`src/design/sbt_pkg.sv`:
```
// Package: constants and types for the memory boundary-scan test port
`default_nettype none
package sbt_pkg;

  localparam int IR_WIDTH     = 3;
  localparam int ID_WIDTH     = 32;
  localparam int BSR_WIDTH    = 107;
  localparam int BSR_OE_BIT   = 47;
  localparam int RESET_ONES   = 5;
  localparam int SYNC_STAGES  = 2;

  localparam logic [2:0] INSTR_EXTEST  = 3'h0;
  localparam logic [2:0] INSTR_IDCODE  = 3'h1;
  localparam logic [2:0] INSTR_SAMPLEZ = 3'h2;
  localparam logic [2:0] INSTR_SAMPLE  = 3'h4;
  localparam logic [2:0] INSTR_BYPASS  = 3'h7;
  localparam logic [1:0] IR_CAPTURE    = 2'h1;

  // Identity value is arbitrary; only the presence bit 0 is fixed at one
  localparam logic [31:0] ID_VALUE = 32'h0ABC_D001;

  // Gray-coded along Reset, Idle, Select-DR, Capture-DR, Shift-DR, Exit1, ...
  typedef enum logic [3:0] {
    ST_RESET   = 4'h0,
    ST_IDLE    = 4'h1,
    ST_SEL_DR  = 4'h3,
    ST_CAP_DR  = 4'h2,
    ST_SH_DR   = 4'h6,
    ST_EX1_DR  = 4'h7,
    ST_PA_DR   = 4'h5,
    ST_EX2_DR  = 4'h4,
    ST_UPD_DR  = 4'hC,
    ST_SEL_IR  = 4'hD,
    ST_CAP_IR  = 4'hF,
    ST_SH_IR   = 4'hE,
    ST_EX1_IR  = 4'hA,
    ST_PA_IR   = 4'hB,
    ST_EX2_IR  = 4'h9,
    ST_UPD_IR  = 4'h8
  } sbt_state_type;

  // Serial test-port pins as seen by the block
  typedef struct packed {
    logic tck;
    logic tms;
    logic tdi;
  } sbt_pins_type;

  typedef struct packed {
    logic tdo;
    logic tdo_oe;
  } sbt_tdo_type;

endpackage
`default_nettype wire

```
`src/design/sbt_tap.sv`:
```
// Boundary-scan test access port of the memory device
// Notes on behaviour
// - Inputs sampled at test-clock rise, serial output updated at test-clock fall.
// - Mode select steers the state machine; unconnected reads as high.
// - Serial data enters at MSB, leaves from LSB of selected register.
// - Serial output driven only in shift states, floating otherwise.
// - Five rising edges with mode select high reset the port.
// - Power-up resets the port internally; serial output floats.
// - The current instruction selects exactly one serial register.
// - Instruction register is three bits, loaded serially in shift-IR.
// - Identification instruction loaded at power-up and test-logic reset.
// - Capture-IR loads binary 01 into the two low bits.
// - One-bit bypass register, single stage, cleared under bypass.
// - Capture-DR loads all pin cells; they shift in shift-DR.
// - Identification instruction captures a fixed 32-bit value for shifting.
// - Shifted instruction takes effect only at Update-IR.
// - Capture-and-float selects boundary register and floats memory outputs.
// - Sample/preload snapshots pin states without disturbing memory.
// - Preload places shifted pattern into latched cell outputs.
// - Captured data shifts out while new preload data shifts in.
// - Codes: 000 extest, 001 id, 010 float, 100 sample, 111 bypass, others reserved.
// - Bypass instruction places the bypass bit in the serial path.
// - Extest drives preloaded values onto pins, boundary register in path.
// - Cell 47 enables outputs under extest; presets high at reset.
`timescale 1ns/1ps
`default_nettype none
module sbt_tap (
  // Clock and reset
  input  wire  logic                         clk_sys_i,
  input  wire  logic                         reset_i,
  // Test-port pins (asynchronous to clk_sys_i)
  input  wire  sbt_pkg::sbt_pins_type        pins_i,
  output var   sbt_pkg::sbt_tdo_type         tdo_o,
  // Memory pin ring
  input  wire  logic [sbt_pkg::BSR_WIDTH-1:0] ring_i,
  output logic       [sbt_pkg::BSR_WIDTH-1:0] ring_drive_o,
  output logic                               extest_o,
  output logic                               out_bus_en_o
);

  // ==========================================================
  // Pin synchronisers
  logic [sbt_pkg::SYNC_STAGES-1:0] tck_sync_q;
  logic [sbt_pkg::SYNC_STAGES-1:0] tms_sync_q;
  logic [sbt_pkg::SYNC_STAGES-1:0] tdi_sync_q;
  logic                            tck_last_q;

  always_ff @(posedge clk_sys_i or posedge reset_i) begin
    if (reset_i) begin
      tck_sync_q <= '0;
      tms_sync_q <= '1;
      tdi_sync_q <= '1;
      tck_last_q <= 1'b0;
    end else begin
      tck_sync_q <= {tck_sync_q[0], pins_i.tck};
      tms_sync_q <= {tms_sync_q[0], pins_i.tms};
      tdi_sync_q <= {tdi_sync_q[0], pins_i.tdi};
      tck_last_q <= tck_sync_q[1];
    end
  end

  wire tck_rise = tck_sync_q[1] & ~tck_last_q;
  wire tck_fall = ~tck_sync_q[1] & tck_last_q;
  wire tms      = tms_sync_q[1];
  wire tdi      = tdi_sync_q[1];

  // Memory ring runs on another clock; capture reads only the second stage
  logic [sbt_pkg::BSR_WIDTH-1:0] ring_meta_q;
  logic [sbt_pkg::BSR_WIDTH-1:0] ring_sync_q;

  always_ff @(posedge clk_sys_i or posedge reset_i) begin
    if (reset_i) begin
      ring_meta_q <= '0;
      ring_sync_q <= '0;
    end else begin
      ring_meta_q <= ring_i;
      ring_sync_q <= ring_meta_q;
    end
  end

  // ==========================================================
  // State machine
  sbt_pkg::sbt_state_type state_q;
  sbt_pkg::sbt_state_type state_d;
  sbt_pkg::sbt_state_type next_st;

  always_comb begin
    next_st = sbt_pkg::ST_RESET;
    case (state_q)
      sbt_pkg::ST_RESET:  next_st = tms ? sbt_pkg::ST_RESET  : sbt_pkg::ST_IDLE;
      sbt_pkg::ST_IDLE:   next_st = tms ? sbt_pkg::ST_SEL_DR : sbt_pkg::ST_IDLE;
      sbt_pkg::ST_SEL_DR: next_st = tms ? sbt_pkg::ST_SEL_IR : sbt_pkg::ST_CAP_DR;
      sbt_pkg::ST_CAP_DR: next_st = tms ? sbt_pkg::ST_EX1_DR : sbt_pkg::ST_SH_DR;
      sbt_pkg::ST_SH_DR:  next_st = tms ? sbt_pkg::ST_EX1_DR : sbt_pkg::ST_SH_DR;
      sbt_pkg::ST_EX1_DR: next_st = tms ? sbt_pkg::ST_UPD_DR : sbt_pkg::ST_PA_DR;
      sbt_pkg::ST_PA_DR:  next_st = tms ? sbt_pkg::ST_EX2_DR : sbt_pkg::ST_PA_DR;
      sbt_pkg::ST_EX2_DR: next_st = tms ? sbt_pkg::ST_UPD_DR : sbt_pkg::ST_SH_DR;
      sbt_pkg::ST_UPD_DR: next_st = tms ? sbt_pkg::ST_SEL_DR : sbt_pkg::ST_IDLE;
      // Five ones from any state end in reset by this structure
      sbt_pkg::ST_SEL_IR: next_st = tms ? sbt_pkg::ST_RESET  : sbt_pkg::ST_CAP_IR;
      sbt_pkg::ST_CAP_IR: next_st = tms ? sbt_pkg::ST_EX1_IR : sbt_pkg::ST_SH_IR;
      sbt_pkg::ST_SH_IR:  next_st = tms ? sbt_pkg::ST_EX1_IR : sbt_pkg::ST_SH_IR;
      sbt_pkg::ST_EX1_IR: next_st = tms ? sbt_pkg::ST_UPD_IR : sbt_pkg::ST_PA_IR;
      sbt_pkg::ST_PA_IR:  next_st = tms ? sbt_pkg::ST_EX2_IR : sbt_pkg::ST_PA_IR;
      sbt_pkg::ST_EX2_IR: next_st = tms ? sbt_pkg::ST_UPD_IR : sbt_pkg::ST_SH_IR;
      sbt_pkg::ST_UPD_IR: next_st = tms ? sbt_pkg::ST_SEL_DR : sbt_pkg::ST_IDLE;
      default:            next_st = sbt_pkg::ST_RESET;
    endcase
  end

  assign state_d = tck_rise ? next_st : state_q;

  always_ff @(posedge clk_sys_i or posedge reset_i) begin
    if (reset_i) begin
      state_q <= sbt_pkg::ST_RESET;
    end else begin
      state_q <= state_d;
    end
  end

  // Capture, shift and update act on the rising test-clock edge in the named state; reset acts throughout Reset
  wire in_reset = state_q == sbt_pkg::ST_RESET;
  wire cap_dr   = tck_rise & (state_q == sbt_pkg::ST_CAP_DR);
  wire sh_dr    = tck_rise & (state_q == sbt_pkg::ST_SH_DR);
  wire upd_dr   = tck_rise & (state_q == sbt_pkg::ST_UPD_DR);
  wire cap_ir   = tck_rise & (state_q == sbt_pkg::ST_CAP_IR);
  wire sh_ir    = tck_rise & (state_q == sbt_pkg::ST_SH_IR);
  wire upd_ir   = tck_rise & (state_q == sbt_pkg::ST_UPD_IR);

  // ==========================================================
  // Instruction register: shift stage and current instruction
  logic [sbt_pkg::IR_WIDTH-1:0] ir_shift_q;
  logic [sbt_pkg::IR_WIDTH-1:0] ir_shift_d;
  logic [sbt_pkg::IR_WIDTH-1:0] ir_q;
  logic [sbt_pkg::IR_WIDTH-1:0] ir_d;

  assign ir_shift_d = cap_ir ? {ir_shift_q[sbt_pkg::IR_WIDTH-1], sbt_pkg::IR_CAPTURE} :
                      sh_ir  ? {tdi, ir_shift_q[sbt_pkg::IR_WIDTH-1:1]} :
                               ir_shift_q;
  assign ir_d = in_reset ? sbt_pkg::INSTR_IDCODE :
                upd_ir   ? ir_shift_q :
                           ir_q;

  always_ff @(posedge clk_sys_i or posedge reset_i) begin
    if (reset_i) begin
      ir_shift_q <= '0;
      ir_q       <= sbt_pkg::INSTR_IDCODE;
    end else begin
      ir_shift_q <= ir_shift_d;
      ir_q       <= ir_d;
    end
  end

  // ==========================================================
  // Instruction decode; reserved codes behave as bypass as a safe default
  wire sel_extest  = ir_q == sbt_pkg::INSTR_EXTEST;
  wire sel_idcode  = ir_q == sbt_pkg::INSTR_IDCODE;
  wire sel_samplez = ir_q == sbt_pkg::INSTR_SAMPLEZ;
  wire sel_sample  = ir_q == sbt_pkg::INSTR_SAMPLE;
  wire sel_bsr     = sel_extest | sel_samplez | sel_sample;
  wire sel_bypass  = ~sel_bsr & ~sel_idcode;

  // ==========================================================
  // Bypass and identification registers
  logic                         byp_q;
  logic                         byp_d;
  logic [sbt_pkg::ID_WIDTH-1:0] id_q;
  logic [sbt_pkg::ID_WIDTH-1:0] id_d;

  assign byp_d = (cap_dr & sel_bypass) ? 1'b0 :
                 (sh_dr & sel_bypass)  ? tdi : byp_q;
  assign id_d  = (cap_dr & sel_idcode) ? sbt_pkg::ID_VALUE :
                 (sh_dr & sel_idcode)  ? {tdi, id_q[sbt_pkg::ID_WIDTH-1:1]} : id_q;

  always_ff @(posedge clk_sys_i or posedge reset_i) begin
    if (reset_i) begin
      byp_q <= 1'b0;
      id_q  <= '0;
    end else begin
      byp_q <= byp_d;
      id_q  <= id_d;
    end
  end

  // ==========================================================
  // Boundary-scan chain; capture, then shift-out and shift-in overlap
  logic [sbt_pkg::BSR_WIDTH-1:0] bsr_shift;
  logic [sbt_pkg::BSR_WIDTH-1:0] bsr_latch;

  sbt_bsr_cells u_cells (
    .clk_sys_i   (clk_sys_i),
    .reset_i     (reset_i),
    .capture_i   (cap_dr & sel_bsr),
    .shift_i     (sh_dr & sel_bsr),
    .update_i    (upd_dr & sel_bsr),
    .tap_reset_i (in_reset),
    .tdi_i       (tdi),
    .pins_i      (ring_sync_q),
    .shift_o     (bsr_shift),
    .latch_o     (bsr_latch)
  );

  // ==========================================================
  // Serial output, changed on the falling test-clock edge
  wire in_shift = (state_q == sbt_pkg::ST_SH_DR) | (state_q == sbt_pkg::ST_SH_IR);
  wire tdo_mux  = (state_q == sbt_pkg::ST_SH_IR) ? ir_shift_q[0] :
                  sel_idcode ? id_q[0] :
                  sel_bsr    ? bsr_shift[0] : byp_q;

  logic tdo_q;
  logic tdo_d;
  logic tdo_oe_q;
  logic tdo_oe_d;
  logic extest_q;
  logic bus_en_q;

  assign tdo_d    = tck_fall ? tdo_mux : tdo_q;
  assign tdo_oe_d = tck_fall ? in_shift : tdo_oe_q;

  always_ff @(posedge clk_sys_i or posedge reset_i) begin
    if (reset_i) begin
      tdo_q    <= 1'b0;
      tdo_oe_q <= 1'b0;
    end else begin
      tdo_q    <= tdo_d;
      tdo_oe_q <= tdo_oe_d;
    end
  end

  // Memory output control; sample/preload leaves memory untouched
  always_ff @(posedge clk_sys_i or posedge reset_i) begin
    if (reset_i) begin
      extest_q <= 1'b0;
      bus_en_q <= 1'b1;
    end else begin
      extest_q <= sel_extest;
      bus_en_q <= ~sel_samplez & (~sel_extest | bsr_latch[sbt_pkg::BSR_OE_BIT]);
    end
  end

  assign tdo_o.tdo    = tdo_q;
  assign tdo_o.tdo_oe = tdo_oe_q;
  assign ring_drive_o = bsr_latch;
  assign extest_o     = extest_q;
  assign out_bus_en_o = bus_en_q;

endmodule
`default_nettype wire

```
`src/design/sbt_bsr_cells.sv`:
```
// Boundary-scan cell chain: shift stage and latched parallel update stage
`timescale 1ns/1ps
`default_nettype none
module sbt_bsr_cells (
  // Clock and reset
  input  wire  logic                         clk_sys_i,
  input  wire  logic                         reset_i,
  // Control from the test-port controller
  input  wire  logic                         capture_i,
  input  wire  logic                         shift_i,
  input  wire  logic                         update_i,
  input  wire  logic                         tap_reset_i,
  input  wire  logic                         tdi_i,
  // Parallel pin values and outputs
  input  wire  logic [sbt_pkg::BSR_WIDTH-1:0] pins_i,
  output logic       [sbt_pkg::BSR_WIDTH-1:0] shift_o,
  output logic       [sbt_pkg::BSR_WIDTH-1:0] latch_o
);

  // ==========================================================
  // Reset pattern of the latched outputs
  localparam logic [sbt_pkg::BSR_WIDTH-1:0] LATCH_INIT =
    {{(sbt_pkg::BSR_WIDTH-1){1'b0}}, 1'b1} << sbt_pkg::BSR_OE_BIT;

  logic [sbt_pkg::BSR_WIDTH-1:0] shift_q;
  logic [sbt_pkg::BSR_WIDTH-1:0] shift_d;
  logic [sbt_pkg::BSR_WIDTH-1:0] latch_q;
  logic [sbt_pkg::BSR_WIDTH-1:0] latch_d;

  // ==========================================================
  // Shift stage
  assign shift_d = capture_i ? pins_i :
                   shift_i   ? {tdi_i, shift_q[sbt_pkg::BSR_WIDTH-1:1]} :
                               shift_q;

  always_ff @(posedge clk_sys_i or posedge reset_i) begin
    if (reset_i) begin
      shift_q <= '0;
    end else begin
      shift_q <= shift_d;
    end
  end

  // ==========================================================
  // Update stage; the output-enable cell presets high
  assign latch_d = tap_reset_i ? LATCH_INIT :
                   update_i    ? shift_q :
                                 latch_q;

  always_ff @(posedge clk_sys_i or posedge reset_i) begin
    if (reset_i) begin
      latch_q <= LATCH_INIT;
    end else begin
      latch_q <= latch_d;
    end
  end

  assign shift_o = shift_q;
  assign latch_o = latch_q;

endmodule
`default_nettype wire

```
`config.mk`:
```
export PLATFORM = sky130hd
export DESIGN_NAME = sbt_tap
export DESIGN_NICKNAME = d
export VERILOG_FILES = /design/src/design/sbt_pkg.sv /design/src/design/sbt_tap.sv /design/src/design/sbt_bsr_cells.sv
export SDC_FILE = /design/constraint.sdc
export NUM_CORES = 1
export LEC_CHECK = 0
export ABC_AREA = 1
export BUFFER_PORTS_ARGS = -buffer_cell sky130_fd_sc_hd__buf_4
export CAP_MARGIN = 20
export CORE_ASPECT_RATIO = 0.5
export CORE_MARGIN = 2
export CORE_UTILIZATION = 55
export DETAILED_ROUTE_END_ITERATION = 6
export HOLD_SLACK_MARGIN = 0.12
export PLACE_DENSITY = 0.77
export SYNTH_ARGS = -nofsm -noshare
export SYNTH_HDL_FRONTEND = slang
export SYNTH_SLANG_ARGS = --single-unit
```
`constraint.sdc`:
```
create_clock -name clk_sys_i -period 33.9 [get_ports clk_sys_i]
set_input_delay 1.695 -clock clk_sys_i [delete_from_list [all_inputs] [get_ports clk_sys_i]]
set_output_delay 1.695 -clock clk_sys_i [all_outputs]
set_load 0.01 [all_outputs]
```
; ---- After elaboration in Yosys (flattened, before gate mapping)
; Cells that the tools add are included.
[totals]
reg_bits = 482
rom_bits = 0
latchBits = 0
memories = 0
mem_bits_rw = 0
output_inout_bits = 111
elab_cells = 104
[classes]
muxes = 28
n_lt_le_gt_ge = 0
add_sub_neg = 0
div = 0
bitwise = 28
n_mul = 0
n_eq_ne = 18
shifts = 0
n_reduce_logical = 12
[ops]
columns = cell, n
row1 = two-way mux 107 bit, 4
row2 = two-way mux 32 bit, 2
row3 = case mux 4 bit (12 select lines), 1
row4 = equality test 4 bit (second input constant), 8
row5 = AND 1 bit, 17
row6 = equality test 4 x 3 -> 1 bit (second input constant), 4
row7 = two-way mux 4 bit, 4
row8 = two-way mux 3 bit, 4
row9 = nonzero test 2 bit, 6
row10 = two-way mux 2 bit, 5
row11 = equality test 4 x 2 -> 1 bit (second input constant), 2
row12 = two-way mux 1 bit, 8
row13 = inverter 1 bit, 7
row14 = equality test 4 x 1 -> 1 bit (second input constant), 1
row15 = zero test 4 bit, 1
row16 = OR 1 bit, 4
row17 = OR reduction 2 bit, 2
row18 = equality test 3 x 1 -> 1 bit (second input constant), 1
row19 = equality test 3 x 2 -> 1 bit (second input constant), 1
row20 = equality test 3 bit (second input constant), 1
row21 = zero test 3 bit, 1
row22 = OR reduction 3 bit, 1
row23 = AND reduction 2 bit, 1

; ---- Logic depth before layout (Yosys ltp)
; Gate-level depths: netlist (run 1).
[logic_depth]
ltp_word = 8
mapped_depth = 10
depth_no_buf = 9

; ---- Modules after synthesis
; From an unflattened synthesis (run 1), not the netlist that was laid out.
[hier_totals]
hier_cells = 1521
hier_area_um2 = 16819.9
[modules_own_cells]
columns = module, cells_per_inst, seq_area_each_um2, area_each_um2, instances
row1 = sbt_bsr_cells, 1051, 5356.4, 9042.4, 1
row2 = sbt_tap, 470, 6713.9, 7777.5, 1

; ---- Least setup slack after synthesis (run 1)
; OpenSTA, ideal clock, no wires.
[synth_path]
path_kind = register to output
from = register u_cells.latch_q, in the netlist u_cells.latch_o[47]
to = output port ring_drive_o[47] (netlist bit)
path_stages_with_launch = 1
path_slack_ps = 31676
t_required_ps = 32205
t_arrival_ps = 529
cell_sequence = dfstp_2
[synth_lines]
columns = item, line
row1 = start: declaration, sbt_bsr_cells.sv:27  ; logic [sbt_pkg::BSR_WIDTH-1:0] latch_q;
row2 = start signal: assignment, sbt_bsr_cells.sv:54  ; latch_q <= latch_d;
row3 = end: declaration, sbt_tap.sv:36  ; output logic [sbt_pkg::BSR_WIDTH-1:0] ring_drive_o,
; No word-level cell between the ends.

==> results of run 1 <==
[registers in the layout, summed over array words and instances (netlist names)]
name             count
tdo_oe_q             1
id_q                32
ring_sync_q        107
extest_o             1
u_cells.latch_o    107
tck_sync_q           2
state_q              4
ring_meta_q        107
tdo_q                1
byp_q                1
out_bus_en_o         1
tck_last_q           1
tdi_sync_q           2
u_cells.shift_o    107
ir_q                 3
tms_sync_q           2
ir_shift_q           3
[worst min path at each step]
stage	startpoint	to	slack [ns]
detailed placement	ring_meta_q[103]$_DFF_PP0_	ring_sync_q[103]$_DFF_PP0_	0.33
CTS	ring_meta_q[26]$_DFF_PP0_	ring_sync_q[26]$_DFF_PP0_	0.33
global placement	ring_meta_q[63]$_DFF_PP0_	ring_sync_q[63]$_DFF_PP0_	0.33
finish	ring_meta_q[26]$_DFF_PP0_	ring_sync_q[26]$_DFF_PP0_	0.33
global route	ring_meta_q[26]$_DFF_PP0_	ring_sync_q[26]$_DFF_PP0_	0.33
floorplan	ring_meta_q[0]$_DFF_PP0_	ring_sync_q[0]$_DFF_PP0_	0.33
[cell usage after synthesis]
library cell and number:
o22ai_1 4, nand2_1 622, clkbuf_1 34, buf_6 7
buf_4 6, inv_2 5, dfrtp_1 475, nor3_1 3
buf_2 27, a21oi_1 13, nand3_1 15, o21ai_1 19
o21ai_0 115, nand4_2 1, dfstp_2 7, a21oi_2 1
nand2_2 4, nor2_2 4, o211ai_1 2, nor2_1 248
clkbuf_2 1, buf_1 5, nor2_4 2, a22oi_1 1
inv_1 151
[layout make-up]
| class | instances | area share [%] |
|---|---|---|
| sequential | 482 | 58.4 |
| multi-input combinational | 1054 | 20.6 |
| timing repair buffer | 231 | 8.49 |
| clock buffer | 63 | 6.05 |
| inverter | 156 | 2.88 |
| tap | 423 | 2.56 |
| clock inverter | 11 | 0.945 |
[per-layer routing]
metal / track usage [%] / vias to the layer above / wire [um] / part of all wire (%)
li1: - / 5721 / - / -
met1: 30.4 / 5798 / 15400 / 43
met2: 37.2 / 255 / 17600 / 49
met3: 4.44 / 69 / 1690 / 4.7
met4: 7.16 / 2 / 983 / 2.8
met5: 0 / - / 13 / 0.036
[where the power goes]
part           switching [uW]  leakage [uW]  internal [uW]
Sequential               35.7       0.00614            631
Combinational             150       0.00429           64.9
Clock                     208      0.000706            287
[cell families after synthesis]
| logic type | synth area share (%) |
|---|---|
| AND/OR/NAND/NOR | 19.9 |
| buffers and inverters | 5.76 |
| flip-flops | 69.8 |
| AO/OA/AOI/OAI | 4.58 |
[through the flow]
stage                     instance area [um2]  util, %  cells  total power, uW
final                                   20700     67.4   2420             1380
after global routing                    20700     67.4   2420             1450
after CTS                               20600     67.4   2419             1390
after detailed placement                19200     62.7   2345              890
after global placement                  19200     62.7   2345              883
after floorplan                         17300        -   1772              829
[critical path: stages]
cell and delay (ns):
buf_4 0.13, inv_8 0.66, buf_12 0.67, buf_4 0.84
==> results.yml, run 1 <==
routing:
  drc: 0
  dr_total_vias: 11845
  final_antenna_net_count: 0
  drt-initial-drc-count: 845
  wl_per_cell_um: 14.8
  wirelength_mm: 35.7
  drtPass1Iterations: 5
  vias_per_cell: 4.89
global_route:
  grtUsageTotal_pct: 22.4
  grt_pass1_vias: 11656
  grt_pass1_wl_mm: 58.5
  grt_max_degree: 182
  antenna_found_initial: 1
  grt_overflow: 0
synth:
  syn_area_per_cell_um2: 9.76
  ys_ff_latch: 482
  ys.warnings.count: 0
  syn_inst: 1772
  netlist_top_cells_area: "dfrtp_1, nand2_1, nor2_1, o21ai_0, inv_1"
  synth_top_area_share_pct: 68.7
  synth_nets: 1884
  ys_seq_area_share_pct: 69.8
  synth_top_area_cell: "dfrtp_1"
  synth_area_um2: 17300
  yosysUniqueCellTypes: 25
cts:
  cts_root_buffer: "clkbuf_16"
  clock-sinks: 482
  cts_buffer_depth: 3
  cts_max_level: 2
  cts_buffers: 41
  hold_buffers: 0
  clk_latency_ns: 0.56
  post-cts-setup-buffers: 0
  cts_tree: "yes"
  clkTransAtPathRegs_ns: 0.07
  cts_resized: 0
setup_path:
  startpoint_type: "primary input"
  endpoint: "u_cells.shift_o[55]$_DFFE_PP0P_"
  required_ns: 34.45
  endpoint_kind: "async pin"
  arrival_ns: 4.22
  reg2reg_depth: 7
  crit_path_start: "reset_i"
  worstReg2RegStart: "state_q[2]$_DFFE_PP0P_"
  r2r_slack_ns: 30.92
  path_max_fanout: 181
  crit_type: "primary input to async pin"
  reg2reg_to: "u_cells.latch_o[13]$_DFFE_PP0P_"
sta:
  hold_violations: 0
  fin_setup_tns_ns: 0
  rsz0062_at_grt: "false"
  tightest_slew_ns: 1.13
  timing.final.max_slew_violations: 0
  finClkSkew_ns: 0.0194
  fmax_mhz: 272
  setup_ws_ns: 30.23
  min_period_ns: 3.67
  max-slew-margin-rel_pct: 24.7
  whs_ns: 0.335
  finalCritPeriodShare_pct: 10.8
  final-setup-viol-count: 0
floorplan:
  fp-row-count: 45
  die_y_um: 129
  dieArea_um2: 33000
  pin_count: 223
  die_w_um: 255
  fp.coreArea_um2: 30600
  start_util_pct: 56.5
hold_path:
  holdPathStages: 0
  hp-class: "flop to flop"
layout:
  regArea_um2: 12100
  drive_gt1_share_pct: 16.1
  diodes: 0
  final_common_cell: "nand2_1"
  multi_input_area_um2: 4260
  n_fill_cell: 2386
  final_cell_mix: "nand2_1, dfrtp_1, nor2_1"
  area.growth.synth_to_final_pct: 19.4
  nets: 2078
status:
  status: "completed"
placed_design:
  port-buffer-count: 222
  routabilityCongestion: 0.816
  dp_hpwl_mm: 21.3
  place_ws_ns: 29.48
job:
  cap_violations: 0
power:
  p_per_area_nw_per_um2: 66.7
  leakagePower_uw: 0.0111
  ir_worst_vdd_uv: 41.5
No activity file was read; power rests on OpenSTA's default activity.
==> run 2, diff against run 1 <==
--- a/config.mk
+++ b/config.mk
@@ -10,7 +10,7 @@
 export CAP_MARGIN = 20
 export CORE_ASPECT_RATIO = 0.5
 export CORE_MARGIN = 2
-export CORE_UTILIZATION = 55
+export CORE_UTILIZATION = 52
 export DETAILED_ROUTE_END_ITERATION = 6
 export HOLD_SLACK_MARGIN = 0.12
 export PLACE_DENSITY = 0.77
==> constraint.sdc (replaced) <==
create_clock -name clk_sys_i -period 3.2 [get_ports clk_sys_i]
set_input_delay 0.16 -clock clk_sys_i [delete_from_list [all_inputs] [get_ports clk_sys_i]]
set_output_delay 0.16 -clock clk_sys_i [all_outputs]
set_load 0.01 [all_outputs]
==> results.yml, run 2 (synthesis gave the netlist of run 1 again) <==
sta:
  timing.final.max_slew_violations: 0
  finalCritPeriodShare_pct: 76.1
  rsz0062_at_grt: "false"
  tightest_slew_ns: 0.839
  fmax_mhz: 411
  max-slew-margin-rel_pct: 44.1
  final-setup-viol-count: 0
  fin_setup_tns_ns: 0
  hold_violations: 0
  finClkSkew_ns: 0.0202
  min_period_ns: 2.44
setup_path:
  required_ns: 3.64
  worstReg2RegStart: "state_q[2]$_DFFE_PP0P_"
  endpoint_kind: "flop"
  path_cells: "nand2_1, inv_2, nand2_1, nor2_2, clkinv_2, buf_4, o21ai_0"
  crit_type: "flop to flop"
  reg2reg_depth: 7
  startpoint_type: "flop"
  cpMaxStageDelayCell: "dfrtp_4"
  max_stage_delay_ns: 0.86
  r2r_slack_ns: 0.76
  path_max_fanout: 69
  reg2reg_to: "u_cells.latch_o[82]$_DFFE_PP0P_"
  cpMostUsedCell: "nand2_1"
  arrival_ns: 2.87
routing:
  final_antenna_net_count: 0
  dr_total_vias: 12316
  vias_per_cell: 4.82
  drtPass1Iterations: 5
  drt-initial-drc-count: 1098
  dr_wl_met3_mm: 1.53
  top_layer: "met4"
  m1WireLength_mm: 15.6
  wirelength_mm: 37.5
  drc: 0
  wl_per_cell_um: 14.7
  route.met2.wl_mm: 18.8
status:
  status: "completed"
cts:
  cts_resized: 0
  clkTransAtPathRegs_ns: 0.06
  cts_buffers: 41
  cts_root_buffer: "clkbuf_16"
  clock-sinks: 482
  hold_buffers: 111
  clk_latency_ns: 0.55
  post-cts-setup-buffers: 0
  cts_tree: "yes"
  cts_max_level: 2
  cts_buffer_depth: 3
layout:
  area.growth.synth_to_final_pct: 26.0
  nets: 2197
  drive_gt1_share_pct: 15.4
  final_common_cell: "nand2_1"
  final_cell_mix: "nand2_1, dfrtp_1, nor2_1"
  fin_util_pct: 66.2
global_route:
  grt_overflow: 0
  grt_pass1_wl_mm: 61.4
  grt_max_degree: 157
  grtUsageTotal_pct: 22.3
  grt_pass1_vias: 12235
  antenna_found_initial: 0
floorplan:
  fp.coreArea_um2: 32900
  die_w_um: 262
  pin_count: 223
  start_util_pct: 52.5
  dieArea_um2: 34800
  die_y_um: 133
  fp-row-count: 47
power:
  power_uw: 14500
  ir_worst_vdd_uv: 509
  leakagePower_uw: 0.0116
  p_per_area_nw_per_um2: 665
hold_path:
  hp-class: "primary input to async pin"
placed_design:
  routabilityCongestion: 0.893
  dp_hpwl_mm: 21.8
  port-buffer-count: 222
job:
  cap_violations: 0
-- run 2: worst max path at each step --
stage / from / to / slack [ns] / cells after the start
4_1_cts: state_q[2]$_DFFE_PP0P_ / u_cells.latch_o[82]$_DFFE_PP0P_ / 0.73 / 7
6_report: state_q[2]$_DFFE_PP0P_ / u_cells.latch_o[82]$_DFFE_PP0P_ / 0.76 / 7
2_1_floorplan: reset_i / byp_q$_DFFE_PP0P_ / -3.49 / 1
5_1_grt: state_q[2]$_DFFE_PP0P_ / u_cells.latch_o[29]$_DFFE_PP0P_ / 0.48 / 7
3_3_place_gp: state_q[2]$_DFFE_PP0P_ / u_cells.latch_o[88]$_DFFE_PP0P_ / 0.88 / 7
3_5_place_dp: state_q[2]$_DFFE_PP0P_ / u_cells.latch_o[10]$_DFFE_PP0P_ / 0.79 / 7
-- run 2: layer usage --
| metal | vias to the layer above | global-route usage [%] |
|---|---|---|
| li1 | 5970 | - |
| met1 | 5961 | 28.9 |
| met2 | 295 | 37.5 |
| met3 | 90 | 3.70 |
| met4 | 0 | 9.26 |
| met5 | - | 0 |
-- run 2: report_power, final --
part	internal, uW	switching, uW
clock network	2830	2200
registers	6680	405
logic	809	1560
total	10300	4170
-- run 2: critical path: cells and delay by family, from the launching register on --
family,cells,cell delay [ns]
compound gates,1,0.31
flops,1,0.86
buf+inv,3,0.61
simple gates,3,0.53
-- run 2: final cells by class --
cell class / instances / area [um2]
Inverter: 156 / 591
Fill cell: 2467 / 11100
Sequential cell: 482 / 12100
Timing Repair Buffer: 350 / 2990
Multi-Input combinational cell: 1054 / 4260
Antenna cell: 1 / 2.50
Clock inverter: 14 / 186
Clock buffer: 56 / 1140
Tap cell: 441 / 552
-- run 2: through the flow --
stage	setup slack (ns)	instances	cell area, um2	hold slack (ns)
after CTS	0.726	2553	21800	0.168
final	0.764	2554	21800	0.173
after global routing	0.483	2553	21800	0.202
after floorplan	-3.49	1772	17300	0.164
after global placement	0.881	2372	19400	0.178
after detailed placement	0.786	2372	19400	0.182
